[src/shared/sata_err_params.svh]
`ifndef SATA_ERR_PARAMS_SVH
`define SATA_ERR_PARAMS_SVH

// =============================================
// Register offsets (byte addresses)
`define OFF_LINK_STATE        8'h00
`define OFF_ERR_STATUS        8'h04
`define OFF_CONTROL           8'h08

// =============================================
// Error status bit positions
`define BIT_RECOV_DATA        0
`define BIT_RECOV_COMM        1
`define BIT_TRANSIENT         8
`define BIT_PERSISTENT        9
`define BIT_PROTOCOL          10
`define BIT_INTERNAL          11
`define BIT_PHY_RDY_CHG       16
`define BIT_PHY_INTERNAL      17
`define BIT_WAKE              18
`define BIT_DECODE            19
`define BIT_DISPARITY         20
`define BIT_CRC               21
`define BIT_HANDSHAKE         22
`define BIT_LINK_SEQ          23
`define BIT_TRANSPORT         24
`define BIT_UNKNOWN_FIS       25
`define BIT_EXCHANGED         26
`define BIT_SELECTOR          27

// =============================================
// Implemented bits, reset values, responses
`define ERR_IMPL_MASK         32'h0fff_0f03
`define ERR_RESET             32'h0000_0000
`define CTRL_RESET            32'h0000_0004
`define RESP_OKAY             2'h0
`define RESP_SLVERR           2'h2

`endif

[src/shared/sata_err_pkg.sv]
package sata_err_pkg;

   // =============================================
   // Events raised by phy, link and transport logic
   typedef struct packed {
      logic comwake_rx;
      logic host_await_cominit;
      logic phy_ready;
      logic phy_internal_err;
      logic decode_err;
      logic disparity_err;
      logic crc_err;
      logic handshake_err;
      logic link_seq_err;
      logic transport_err;
      logic unknown_fis;
      logic presence_change;
      logic cominit_rx;
      logic persistent_err;
      logic internal_err;
      logic protocol_err;
      logic transient_err;
      logic recovered_data;
      logic recovered_comm;
   } port_events_t;

   // =============================================
   // Control register side effects
   typedef struct packed {
      logic        written;
      logic [31:0] value;
   } control_out_t;

endpackage
[src/rtl/sata_err_status.sv]
// The register addresses and the AXI4-Lite slave port were decided locally.
`timescale 1ns/1ns
`include "sata_err_params.svh"

// Notes on behaviour
// - 32-bit register accumulates every detected error
// - Bits clear only by write or reset
// - Written ones clear unless an event sets the bit that cycle, written zeros keep
// - Diagnostic high half, classes low, reserved zero
// - Bit 27: wake while awaiting init
// - Bit 19 decode, bit 20 disparity errors
// - Bit 21: link CRC error seen
// - Bit 25: good-CRC FIS, unknown type
// - Bit 17: phy internal error
// - Bit 16: phy ready toggled either way
// - Bit 22: negative handshake on transmit
// - Bit 23: bad link state transition
// - Bit 24: transport state transition error
// - Bit 18: wake signal detected
// - Bit 26: presence change or init
// - Bit 9: persistent unrecovered error
// - Bit 11: adapter internal fault
// - Bit 0: recovered data integrity error
// - Bit 1: communication lost then regained
// - Bit 10: protocol violation detected
// - Bit 8: transient unrecovered integrity error
// - Control register 32 bits, byte strobes pick the bytes written, reads current value

module sata_err_status
#(
   parameter int ADDR_W = 8
)
(
   input  wire logic                       aclk,
   input  wire logic                       aresetn,
   // AXI4-Lite slave
   input  wire logic [ADDR_W-1:0]          awaddr,
   input  wire logic [2:0]                 awprot,
   input  wire logic                       awvalid,
   output logic                            awready,
   input  wire logic [31:0]                wdata,
   input  wire logic [3:0]                 wstrb,
   input  wire logic                       wvalid,
   output logic                            wready,
   output logic [1:0]                      bresp,
   output logic                            bvalid,
   input  wire logic                       bready,
   input  wire logic [ADDR_W-1:0]          araddr,
   input  wire logic [2:0]                 arprot,
   input  wire logic                       arvalid,
   output logic                            arready,
   output logic [31:0]                     rdata,
   output logic [1:0]                      rresp,
   output logic                            rvalid,
   input  wire logic                       rready,
   // Port logic
   input  wire sata_err_pkg::port_events_t events,
   output sata_err_pkg::control_out_t      control,
   output logic                            error_pending
);

   // =============================================
   // Elaboration check
   generate
      if (ADDR_W < 4)
      begin : g_bad_addr
         $error("ADDR_W must be at least 4");
      end
   endgenerate

   // =============================================
   // Declarations
   logic [ADDR_W-1:0] aw_addr;
   logic              aw_held;
   logic [31:0]       w_data;
   logic [3:0]        w_strb;
   logic              w_held;
   logic              do_write;
   logic              aw_take;
   logic              w_take;
   logic              ar_take;
   logic [31:0]       byte_mask;
   logic [31:0]       err_status;
   logic [31:0]       err_set;
   logic [31:0]       err_clear;
   logic [31:0]       next_rdata;
   logic [1:0]        next_rresp;
   logic [1:0]        next_bresp;
   logic              phy_ready_prev;
   logic              prev_valid;
   logic              phy_was_up;
   logic              phy_rdy_toggle;
   logic              phy_rdy_regained;

   assign aw_take  = awvalid && awready;
   assign w_take   = wvalid && wready;
   assign ar_take  = arvalid && arready;
   assign do_write = aw_held && w_held && !bvalid;

   // Byte strobes widen to a bit mask
   always_comb
   begin
      for (int i = 0; i < 4; i++)
      begin
         byte_mask[i*8 +: 8] = {8{w_strb[i]}};
      end
   end

   // =============================================
   // Write address channel
   always_ff @(posedge aclk)
   begin
      if (!aresetn)
      begin
         aw_held <= 1'b0;
         aw_addr <= '0;
      end
      else if (aw_take)
      begin
         aw_held <= 1'b1;
         aw_addr <= awaddr;
      end
      else if (do_write)
         aw_held <= 1'b0;
   end

   // Ready stays low from capture until the response is accepted
   always_ff @(posedge aclk)
   begin
      if (!aresetn)
         awready <= 1'b0;
      else if (aw_take || aw_held || bvalid)
         awready <= 1'b0;
      else
         awready <= 1'b1;
   end

   // =============================================
   // Write data channel
   always_ff @(posedge aclk)
   begin
      if (!aresetn)
      begin
         w_held <= 1'b0;
         w_data <= '0;
         w_strb <= '0;
      end
      else if (w_take)
      begin
         w_held <= 1'b1;
         w_data <= wdata;
         w_strb <= wstrb;
      end
      else if (do_write)
         w_held <= 1'b0;
   end

   always_ff @(posedge aclk)
   begin
      if (!aresetn)
         wready <= 1'b0;
      else if (w_take || w_held || bvalid)
         wready <= 1'b0;
      else
         wready <= 1'b1;
   end

   // =============================================
   // Write response
   always_comb
   begin
      if (aw_addr[ADDR_W-1:2] == (ADDR_W-2)'(`OFF_ERR_STATUS >> 2))
         next_bresp = `RESP_OKAY;
      else if (aw_addr[ADDR_W-1:2] == (ADDR_W-2)'(`OFF_CONTROL >> 2))
         next_bresp = `RESP_OKAY;
      else if (aw_addr[ADDR_W-1:2] == (ADDR_W-2)'(`OFF_LINK_STATE >> 2))
         next_bresp = `RESP_OKAY;
      else
         next_bresp = `RESP_SLVERR;
   end

   always_ff @(posedge aclk)
   begin
      if (!aresetn)
      begin
         bvalid <= 1'b0;
         bresp  <= `RESP_OKAY;
      end
      else if (do_write)
      begin
         bvalid <= 1'b1;
         bresp  <= next_bresp;
      end
      else if (bready)
         bvalid <= 1'b0;
   end

   // =============================================
   // Phy ready tracking
   // First sample after reset only primes the history, so a port
   // that comes up ready is not mistaken for a toggle.
   always_ff @(posedge aclk)
   begin
      if (!aresetn)
      begin
         phy_ready_prev <= 1'b0;
         prev_valid     <= 1'b0;
      end
      else
      begin
         phy_ready_prev <= events.phy_ready;
         prev_valid     <= 1'b1;
      end
   end

   always_ff @(posedge aclk)
   begin
      if (!aresetn)
         phy_was_up <= 1'b0;
      else if (events.phy_ready)
         phy_was_up <= 1'b1;
   end

   assign phy_rdy_toggle = prev_valid &&
                           (events.phy_ready != phy_ready_prev);
   assign phy_rdy_regained = phy_rdy_toggle && events.phy_ready &&
                             phy_was_up;

   // =============================================
   // Event to bit mapping
   always_comb
   begin
      err_set = '0;
      err_set[`BIT_RECOV_DATA] = events.recovered_data;
      err_set[`BIT_RECOV_COMM] = events.recovered_comm ||
                                 phy_rdy_regained;
      err_set[`BIT_TRANSIENT] = events.transient_err;
      err_set[`BIT_PERSISTENT] = events.persistent_err;
      err_set[`BIT_PROTOCOL] = events.protocol_err;
      err_set[`BIT_INTERNAL] = events.internal_err;
      err_set[`BIT_PHY_RDY_CHG] = phy_rdy_toggle;
      err_set[`BIT_PHY_INTERNAL] = events.phy_internal_err;
      err_set[`BIT_WAKE] = events.comwake_rx;
      err_set[`BIT_DECODE] = events.decode_err;
      err_set[`BIT_DISPARITY] = events.disparity_err;
      err_set[`BIT_CRC] = events.crc_err;
      err_set[`BIT_HANDSHAKE] = events.handshake_err;
      err_set[`BIT_LINK_SEQ] = events.link_seq_err;
      err_set[`BIT_TRANSPORT] = events.transport_err;
      err_set[`BIT_UNKNOWN_FIS] = events.unknown_fis;
      err_set[`BIT_EXCHANGED] = events.presence_change ||
                                events.cominit_rx;
      err_set[`BIT_SELECTOR] = events.comwake_rx &&
                               events.host_await_cominit;
   end

   assign err_clear = (do_write &&
                       aw_addr[ADDR_W-1:2] ==
                       (ADDR_W-2)'(`OFF_ERR_STATUS >> 2)) ?
                      (w_data & byte_mask) : '0;

   // =============================================
   // Sticky bits
   // accumulating flags
   genvar b;
   generate
      for (b = 0; b < 32; b++)
      begin : g_err
         localparam logic [31:0] IMPL = `ERR_IMPL_MASK;
         localparam logic [31:0] RSTV = `ERR_RESET;
         if (IMPL[b])
         begin : g_flag
            sticky_flag
            #(
               .RESET_VAL (RSTV[b])
            )
            u_flag
            (
               .aclk    (aclk),
               .aresetn (aresetn),
               .set     (err_set[b]),
               .clear   (err_clear[b]),
               .q       (err_status[b])
            );
         end
         else
         begin : g_rsvd
            assign err_status[b] = 1'b0;
         end
      end
   endgenerate

   // =============================================
   // Control register
   // One process drives both members so the struct has a single driver
   always_ff @(posedge aclk)
   begin
      if (!aresetn)
      begin
         control.value   <= `CTRL_RESET;
         control.written <= 1'b0;
      end
      else
      begin
         control.written <= do_write && aw_addr[ADDR_W-1:2] ==
                            (ADDR_W-2)'(`OFF_CONTROL >> 2);
         if (do_write && aw_addr[ADDR_W-1:2] ==
             (ADDR_W-2)'(`OFF_CONTROL >> 2))
            control.value <= (control.value & ~byte_mask) |
                             (w_data & byte_mask);
      end
   end

   // =============================================
   // Summary output
   // Lags the status by one cycle; fine for a level signal.
   always_ff @(posedge aclk)
   begin
      if (!aresetn)
         error_pending <= 1'b0;
      else
         error_pending <= |err_status;
   end

   // =============================================
   // Read decode
   // read has no side effect
   always_comb
   begin
      next_rresp = `RESP_OKAY;
      if (araddr[ADDR_W-1:2] == (ADDR_W-2)'(`OFF_ERR_STATUS >> 2))
         next_rdata = err_status;
      else if (araddr[ADDR_W-1:2] == (ADDR_W-2)'(`OFF_CONTROL >> 2))
         next_rdata = control.value;
      else if (araddr[ADDR_W-1:2] == (ADDR_W-2)'(`OFF_LINK_STATE >> 2))
         next_rdata = {29'h0, phy_was_up,
                       events.host_await_cominit, events.phy_ready};
      else
      begin
         next_rdata = 32'h0000_0000;
         next_rresp = `RESP_SLVERR;
      end
   end

   // =============================================
   // Read channel
   always_ff @(posedge aclk)
   begin
      if (!aresetn)
      begin
         rvalid <= 1'b0;
         rdata  <= 32'h0000_0000;
         rresp  <= `RESP_OKAY;
      end
      else if (ar_take)
      begin
         rvalid <= 1'b1;
         rdata  <= next_rdata;
         rresp  <= next_rresp;
      end
      else if (rready)
         rvalid <= 1'b0;
   end

   always_ff @(posedge aclk)
   begin
      if (!aresetn)
         arready <= 1'b0;
      else if (ar_take || (rvalid && !rready))
         arready <= 1'b0;
      else
         arready <= 1'b1;
   end

endmodule // sata_err_status

[src/rtl/sticky_flag.sv]
`timescale 1ns/1ns

// =============================================
// One write-one-to-clear sticky flag
module sticky_flag
#(
   parameter logic RESET_VAL = 1'b0
)
(
   input  wire logic aclk,
   input  wire logic aresetn,
   input  wire logic set,
   input  wire logic clear,
   output logic      q
);

   always_ff @(posedge aclk)
   begin
      if (!aresetn)
         q <= RESET_VAL;
      else if (set)
         q <= 1'b1;
      else if (clear)
         q <= 1'b0;
   end

endmodule // sticky_flag

[config.mk]
export PLATFORM = sky130hd
export DESIGN_NAME = sata_err_status
export DESIGN_NICKNAME = d
export VERILOG_FILES = /design/src/shared/sata_err_pkg.sv /design/src/rtl/sata_err_status.sv /design/src/rtl/sticky_flag.sv
export VERILOG_INCLUDE_DIRS = /design/src /design/src/shared
export SDC_FILE = /design/constraint.sdc
export NUM_CORES = 1
export LEC_CHECK = 0
export ABC_AREA = 1
export BUFFER_PORTS_ARGS = -buffer_cell sky130_fd_sc_hd__buf_2
export CAP_MARGIN = 20
export CELL_PAD_IN_SITES_DETAIL_PLACEMENT = 0
export CELL_PAD_IN_SITES_GLOBAL_PLACEMENT = 2
export CORE_MARGIN = 4
export CORE_UTILIZATION = 30
export CTS_CLUSTER_DIAMETER = 120
export DETAILED_ROUTE_END_ITERATION = 10
export GPL_ROUTABILITY_DRIVEN = 0
export PLACE_DENSITY = 0.9
export SYNTH_ARGS = -nofsm -noshare
export SYNTH_HDL_FRONTEND = slang
export SYNTH_SLANG_ARGS = --single-unit
export TNS_END_PERCENT = 1
[constraint.sdc]
create_clock -name aclk -period 3.3 [get_ports aclk]
set_input_delay 0.66 -clock aclk [delete_from_list [all_inputs] [get_ports aclk]]
set_output_delay 0.66 -clock aclk [all_outputs]
set_load 0.005 [all_outputs]
==> results.cfg, run 1 <==
[final_layout]
area_growth_pct = 28.52
final-instance-count-excl-fill = 1099
final_common_cell = buf_2
diodes = 0
fin_nets = 945
drive_gt1_frac = 0.2380
fillerInstances = 1886
final_cell_mix = 146 x buf_2, 138 x dfxtp_1, 101 x o21ai_0

[global_routing]
grt_pass1_vias = 4755
grt.total_usage = 0.1622
grtUsageMet2 = 0.2492
met3_usage = 0.04167
grt_max_degree = 37
antenna_found_initial = 1
overflow = 0
gr-max-usage-layer = met2
grt_pass1_wl_mm = 25.70
grt_use_met1 = 0.2210

[floorplan]
rows = 48
core_mm2 = 0.01748
dieArea_mm2 = 0.02028
io-pin-count = 159
start_util = 0.3101
die_w_um = 142.4
die_h_um = 142.4

[setup_path]
required_ps = 3580
arrival_ps = 2280
critPathMaxFanout = 19
r2r-start = w_held
crit_path_start_kind = register
cp-end-kind = register
path_class = reg2reg
crit_start = w_held

[timing]
fin_setup_tns_ps = 0
setup_viol = 0
drv_slew = 0
slew_headroom = 0.4205
worstMarginPinSlew_ps = 868.1
setup_ws_ps = 1306
fin_crit_sh = 0.6044
period_needed_ps = 1994
rsz0062_at_grt = false
max_freq_mhz = 501.4
hold_viol_final = 0
finClkSkew_ps = 5.836

[power_and_ir_drop]
power.static_leakage_nw = 3.217
total_power_w = 0.004119
peakVddDrop_uv = 359.0
power.density_mw_per_mm2 = 591.4

[clock_network]
cts_resized = 0
insertion_delay_ps = 410
cts.htree.levels = 4
root_buffer = clkbuf_16
cts_max_path_buffers = 2
cts_tree = yes
post_cts_buffers = 0
numClockSinks = 138
cts.clk_slew.worst_paths_ps = 60
ctsHoldBuffers = 0
cts_buffers = 17

[synthesis]
ys_warn_count = 0
synth_seq_area_share = 0.5098
synth.avg_cell_area_um2 = 7.464
synth.distinct_cells = 28
syn_inst = 726
ys_ff_latch = 138
syn_area_mm2 = 0.005419

[run_status]
status = complete, no violations

[drt]
vias_per_cell = 4.434
drtPass1Iterations = 4
drtAntennaViolNets = 0
totalWireLength_mm = 16.23
vias = 4873
drc = 0
wire_per_inst_um = 14.77
drt_iter0_markers = 336

[job]
maxCapViolCount = 0

[placement]
dpl.cell_count = 1067
dpl.hpwl_mm = 11.70
dp_slack_ps = 1046
io_buffers = 146

[hold_path]
worstHoldPathType = reg2reg
hold_start = w_data[5]
## where the power goes
| group | switching (W) | internal (W) | total [W] |
|---|---|---|---|
| Combinational | 0.000172 | 0.000113 | 0.000285 |
| Clock | 0.000746 | 0.00129 | 0.00203 |
| Sequential | 0.0000557 | 0.00175 | 0.00180 |
## metal layers
layer | vias up | part of all wire
li1 | 2595 | -
met1 | 2136 | 0.48
met2 | 119 | 0.44
met3 | 21 | 0.062
met4 | 2 | 0.018
met5 | - | 0.0011
## metrics by stage
stage          hold WS [ps]  instance area, um^2    util
2_1_floorplan         420.5                 5423       -
3_3_place_gp          430.4                 6329  0.3621
3_5_place_dp          436.0                 6329  0.3621
4_1_cts               445.5                 6964  0.3985
5_1_grt               459.7                 6964  0.3985
6_report              442.7                 6964  0.3985
## path summary, 6_finish.rpt
| path | cells past startpoint | slack (ps) | to |
|---|---|---|---|
| max | 5 | 1310 | g_err[22].g_flag.u_flag.q |
| min | 2 | 440 | w_data[5] |
| max reg2reg | 5 | 1310 | g_err[22].g_flag.u_flag.q |
| min reg2reg | 2 | 440 | w_data[5] |
## final cells by class
type | instances | area [um^2] | area share
sequential | 138 | 2763 | 0.3967
multi-input combinational | 448 | 2100 | 0.3015
timing repair buffer | 157 | 813.3 | 0.1168
clock buffer | 18 | 439.2 | 0.06306
inverter | 99 | 371.6 | 0.05336
tap | 225 | 281.5 | 0.04042
clock inverter | 14 | 196.4 | 0.02821
## Yosys cell counts
| library cell | count | area share |
|---|---|---|
| dfxtp_1 | 138 | 0.51 |
| o21ai_0 | 101 | 0.093 |
| inv_1 | 99 | 0.069 |
| nor2_1 | 97 | 0.067 |
| a21oi_1 | 90 | 0.083 |
| nand2_1 | 83 | 0.057 |
| nand3_1 | 28 | 0.026 |
| clkbuf_1 | 27 | 0.019 |
| o21ai_1 | 9 | 0.0083 |
| nand4_1 | 8 | 0.0092 |
| a21o_1 | 6 | 0.0083 |
| buf_1 | 5 | 0.0035 |
| buf_2 | 5 | 0.0046 |
| nor2_2 | 5 | 0.0058 |
| nand2_2 | 4 | 0.0046 |
| buf_6 | 3 | 0.0062 |
| buf_4 | 2 | 0.0028 |
| nand2_4 | 2 | 0.0042 |
| nor3_1 | 2 | 0.0018 |
| nor4_1 | 2 | 0.0023 |
| o211ai_1 | 2 | 0.0028 |
| o21ai_2 | 2 | 0.0032 |
| a21boi_0 | 1 | 0.0014 |
| a31oi_1 | 1 | 0.0012 |
| conb_1 | 1 | 0.00069 |
| nor2_4 | 1 | 0.0021 |
| nor3_2 | 1 | 0.0018 |
| or2_2 | 1 | 0.0012 |
## worst max-delay path, cell delays in order, from the launching register on
cell and delay, ps:
dfxtp_1 380, nand2_2 80, nor2_4 180, nand4_1 700, o21ai_0 430, a21oi_1 100
## kinds of logic after synthesis
kind of cell / share of synthesized area
compound gates: 0.2016
buf+inv: 0.1044
flops: 0.5098
other cells: 0.0006920
simple gates: 0.1836
(Power assumes the default switching activity.)
==> inputs of run 2 (changes only) <==
--- a/config.mk
+++ b/config.mk
@@ -12,11 +12,11 @@
 export CELL_PAD_IN_SITES_DETAIL_PLACEMENT = 0
 export CELL_PAD_IN_SITES_GLOBAL_PLACEMENT = 2
 export CORE_MARGIN = 4
-export CORE_UTILIZATION = 30
+export CORE_UTILIZATION = 25
 export CTS_CLUSTER_DIAMETER = 120
 export DETAILED_ROUTE_END_ITERATION = 10
 export GPL_ROUTABILITY_DRIVEN = 0
-export PLACE_DENSITY = 0.9
+export PLACE_DENSITY = 0.81
 export SYNTH_ARGS = -nofsm -noshare
 export SYNTH_HDL_FRONTEND = slang
 export SYNTH_SLANG_ARGS = --single-unit
==> constraint.sdc (replaced) <==
create_clock -name aclk -period 1.75 [get_ports aclk]
set_input_delay 0.35 -clock aclk [delete_from_list [all_inputs] [get_ports aclk]]
set_output_delay 0.35 -clock aclk [all_outputs]
set_load 0.005 [all_outputs]
==> results.cfg, run 2 (synthesized netlist as in run 1, its figures left out) <==
[run_status]
status = complete, no violations

[power_and_ir_drop]
combPwrFrac = 0.081
power.static_leakage_nw = 3.250
clkPwrFrac = 0.449
switching_share = 0.2379
p_sw_w = 0.001714
peakVddDrop_uv = 618.7
share_seq_of_total_power = 0.470
power.internal_w = 0.005492
power.density_mw_per_mm2 = 1022

[setup_path]
crit_path_start_kind = register
path_buf_inv = 2
path_class = reg2reg
arrival_ps = 1890
critPathMaxFanout = 11
cp-end-kind = register
required_ps = 2100
critical-path-top-delay-family = simple AND/OR/NAND/NOR gates
critical_path.max_stage_delay_ps = 360
slowest_stage = dfxtp_1
crit_chain = nand2_2 > nor2_4 > nand2_2 > nor2_2 > buf_6 > nand2_4 > inv_1 > nor2_1 > nor2_1

[clock_network]
insertion_delay_ps = 420
numClockSinks = 138
cts_tree = yes
post_cts_buffers = 0
cts_max_path_buffers = 2
cts.clk_slew.worst_paths_ps = 60
root_buffer = clkbuf_16
cts.htree.levels = 4
cts_buffers = 17

[floorplan]
core_mm2 = 0.02115
start_util = 0.2562
dieArea_mm2 = 0.02409
rows = 53
io-pin-count = 159
die_h_um = 155.2
die_w_um = 155.2

[global_routing]
grt_pass1_wl_mm = 26.63
antenna_found_initial = 3
grt_use_met1 = 0.1916
grt_pass1_vias = 4722
gr-max-usage-layer = met2
met3_usage = 0.04562
grt_max_degree = 64
grt.total_usage = 0.1424
grtUsageMet2 = 0.2218
overflow = 0

[job]
maxCapViolCount = 0

[timing]
hold_viol_final = 0
finClkSkew_ps = 7.275
drv_slew = 0
period_needed_ps = 1543
slew_headroom = 0.6554
worstMarginPinSlew_ps = 515.0
fin_crit_sh = 0.8820
fin_setup_tns_ps = 0
rsz0062_at_grt = true
max_freq_mhz = 647.9
setup_viol = 0
hold_ws_ps = 167.1

[drt]
drtPass1Iterations = 4
drc = 0
drtAntennaViolNets = 0
vias_per_cell = 4.300
totalWireLength_mm = 17.06
vias = 4949
drt_iter0_markers = 164
wire_per_inst_um = 14.82

[final_layout]
final_util = 0.3333
area_growth_pct = 30.11
fin_nets = 951
finalInstanceArea_mm2 = 0.007051
diodes = 0
final_common_cell = buf_2
drive_gt1_frac = 0.2374
final_cell_mix = 146 x buf_2, 138 x dfxtp_1, 101 x o21ai_0

[placement]
dpl.hpwl_mm = 12.43
io_buffers = 146
placed_cell_area_mm2 = 0.006524

[hold_path]
worstHoldPathType = in2reg
run 2: cell types whose count changed in the layout (fill, tap and decap cells not counted), sizes merged:
cell	previous run	this run
buf	157	163
bufinv	4	0
clkbuf	18	25
inv	100	99
clkinvlp	6	0
run 2: final timing paths:
path                            depth (start not counted)  slack (ps)                        end       start
worst max-delay path                                    9         210                   register      w_held
worst min-delay path                                    3         170  g_err[17].g_flag.u_flag.q  events[15]
worst max register to register                          9         210                   register      w_held
worst min register to register                          2         440                 w_data[15]  w_data[15]
run 2: per-stage QoR:
stage,total power [W],setup slack [ps],std cells
6_report,0.007207,206.6,1151
3_3_place_gp,0.004046,171.6,1123
5_1_grt,0.007553,-17.08,1151
3_5_place_dp,0.004054,171.3,1123
2_1_floorplan,0.003766,397.6,727
4_1_cts,0.007309,151.3,1151
run 2: final cells by class:
| cell class | instances | area [um^2] |
|---|---|---|
| Tap cell | 275 | 344.1 |
| Inverter | 99 | 371.6 |
| Fill cell | 2323 | 14100 |
| Multi-Input combinational cell | 448 | 2102 |
| Clock buffer | 25 | 505.5 |
| Timing Repair Buffer | 163 | 949.7 |
| Clock inverter | 3 | 15.01 |
| Sequential cell | 138 | 2763 |
run 2: per-layer routing:
layer / part of all wire / routed length [um]
met5: 0.0024 / 41
met4: 0.011 / 182
met3: 0.061 / 1045
met2: 0.45 / 7598
met1: 0.48 / 8195
run 2: worst min-delay path: stages:
cell	delay (ps)
buf_2	90
inv_1	40
a21oi_1	50
run 2: power groups by stage:
stage               combinational (W)  sequential [W]  clock, W
floorplan                    0.000337         0.00343         0
global placement             0.000593         0.00345         0
detailed placement           0.000597         0.00346         0
CTS                          0.000599         0.00339   0.00332
global route                 0.000679         0.00341   0.00347
finish                       0.000587         0.00339   0.00323
run 2: timing repair:
item / CTS / global route
gates resized for setup: 0 / 2
hold buffers: 0 / 0
setup endpoints to repair: 0 / 8
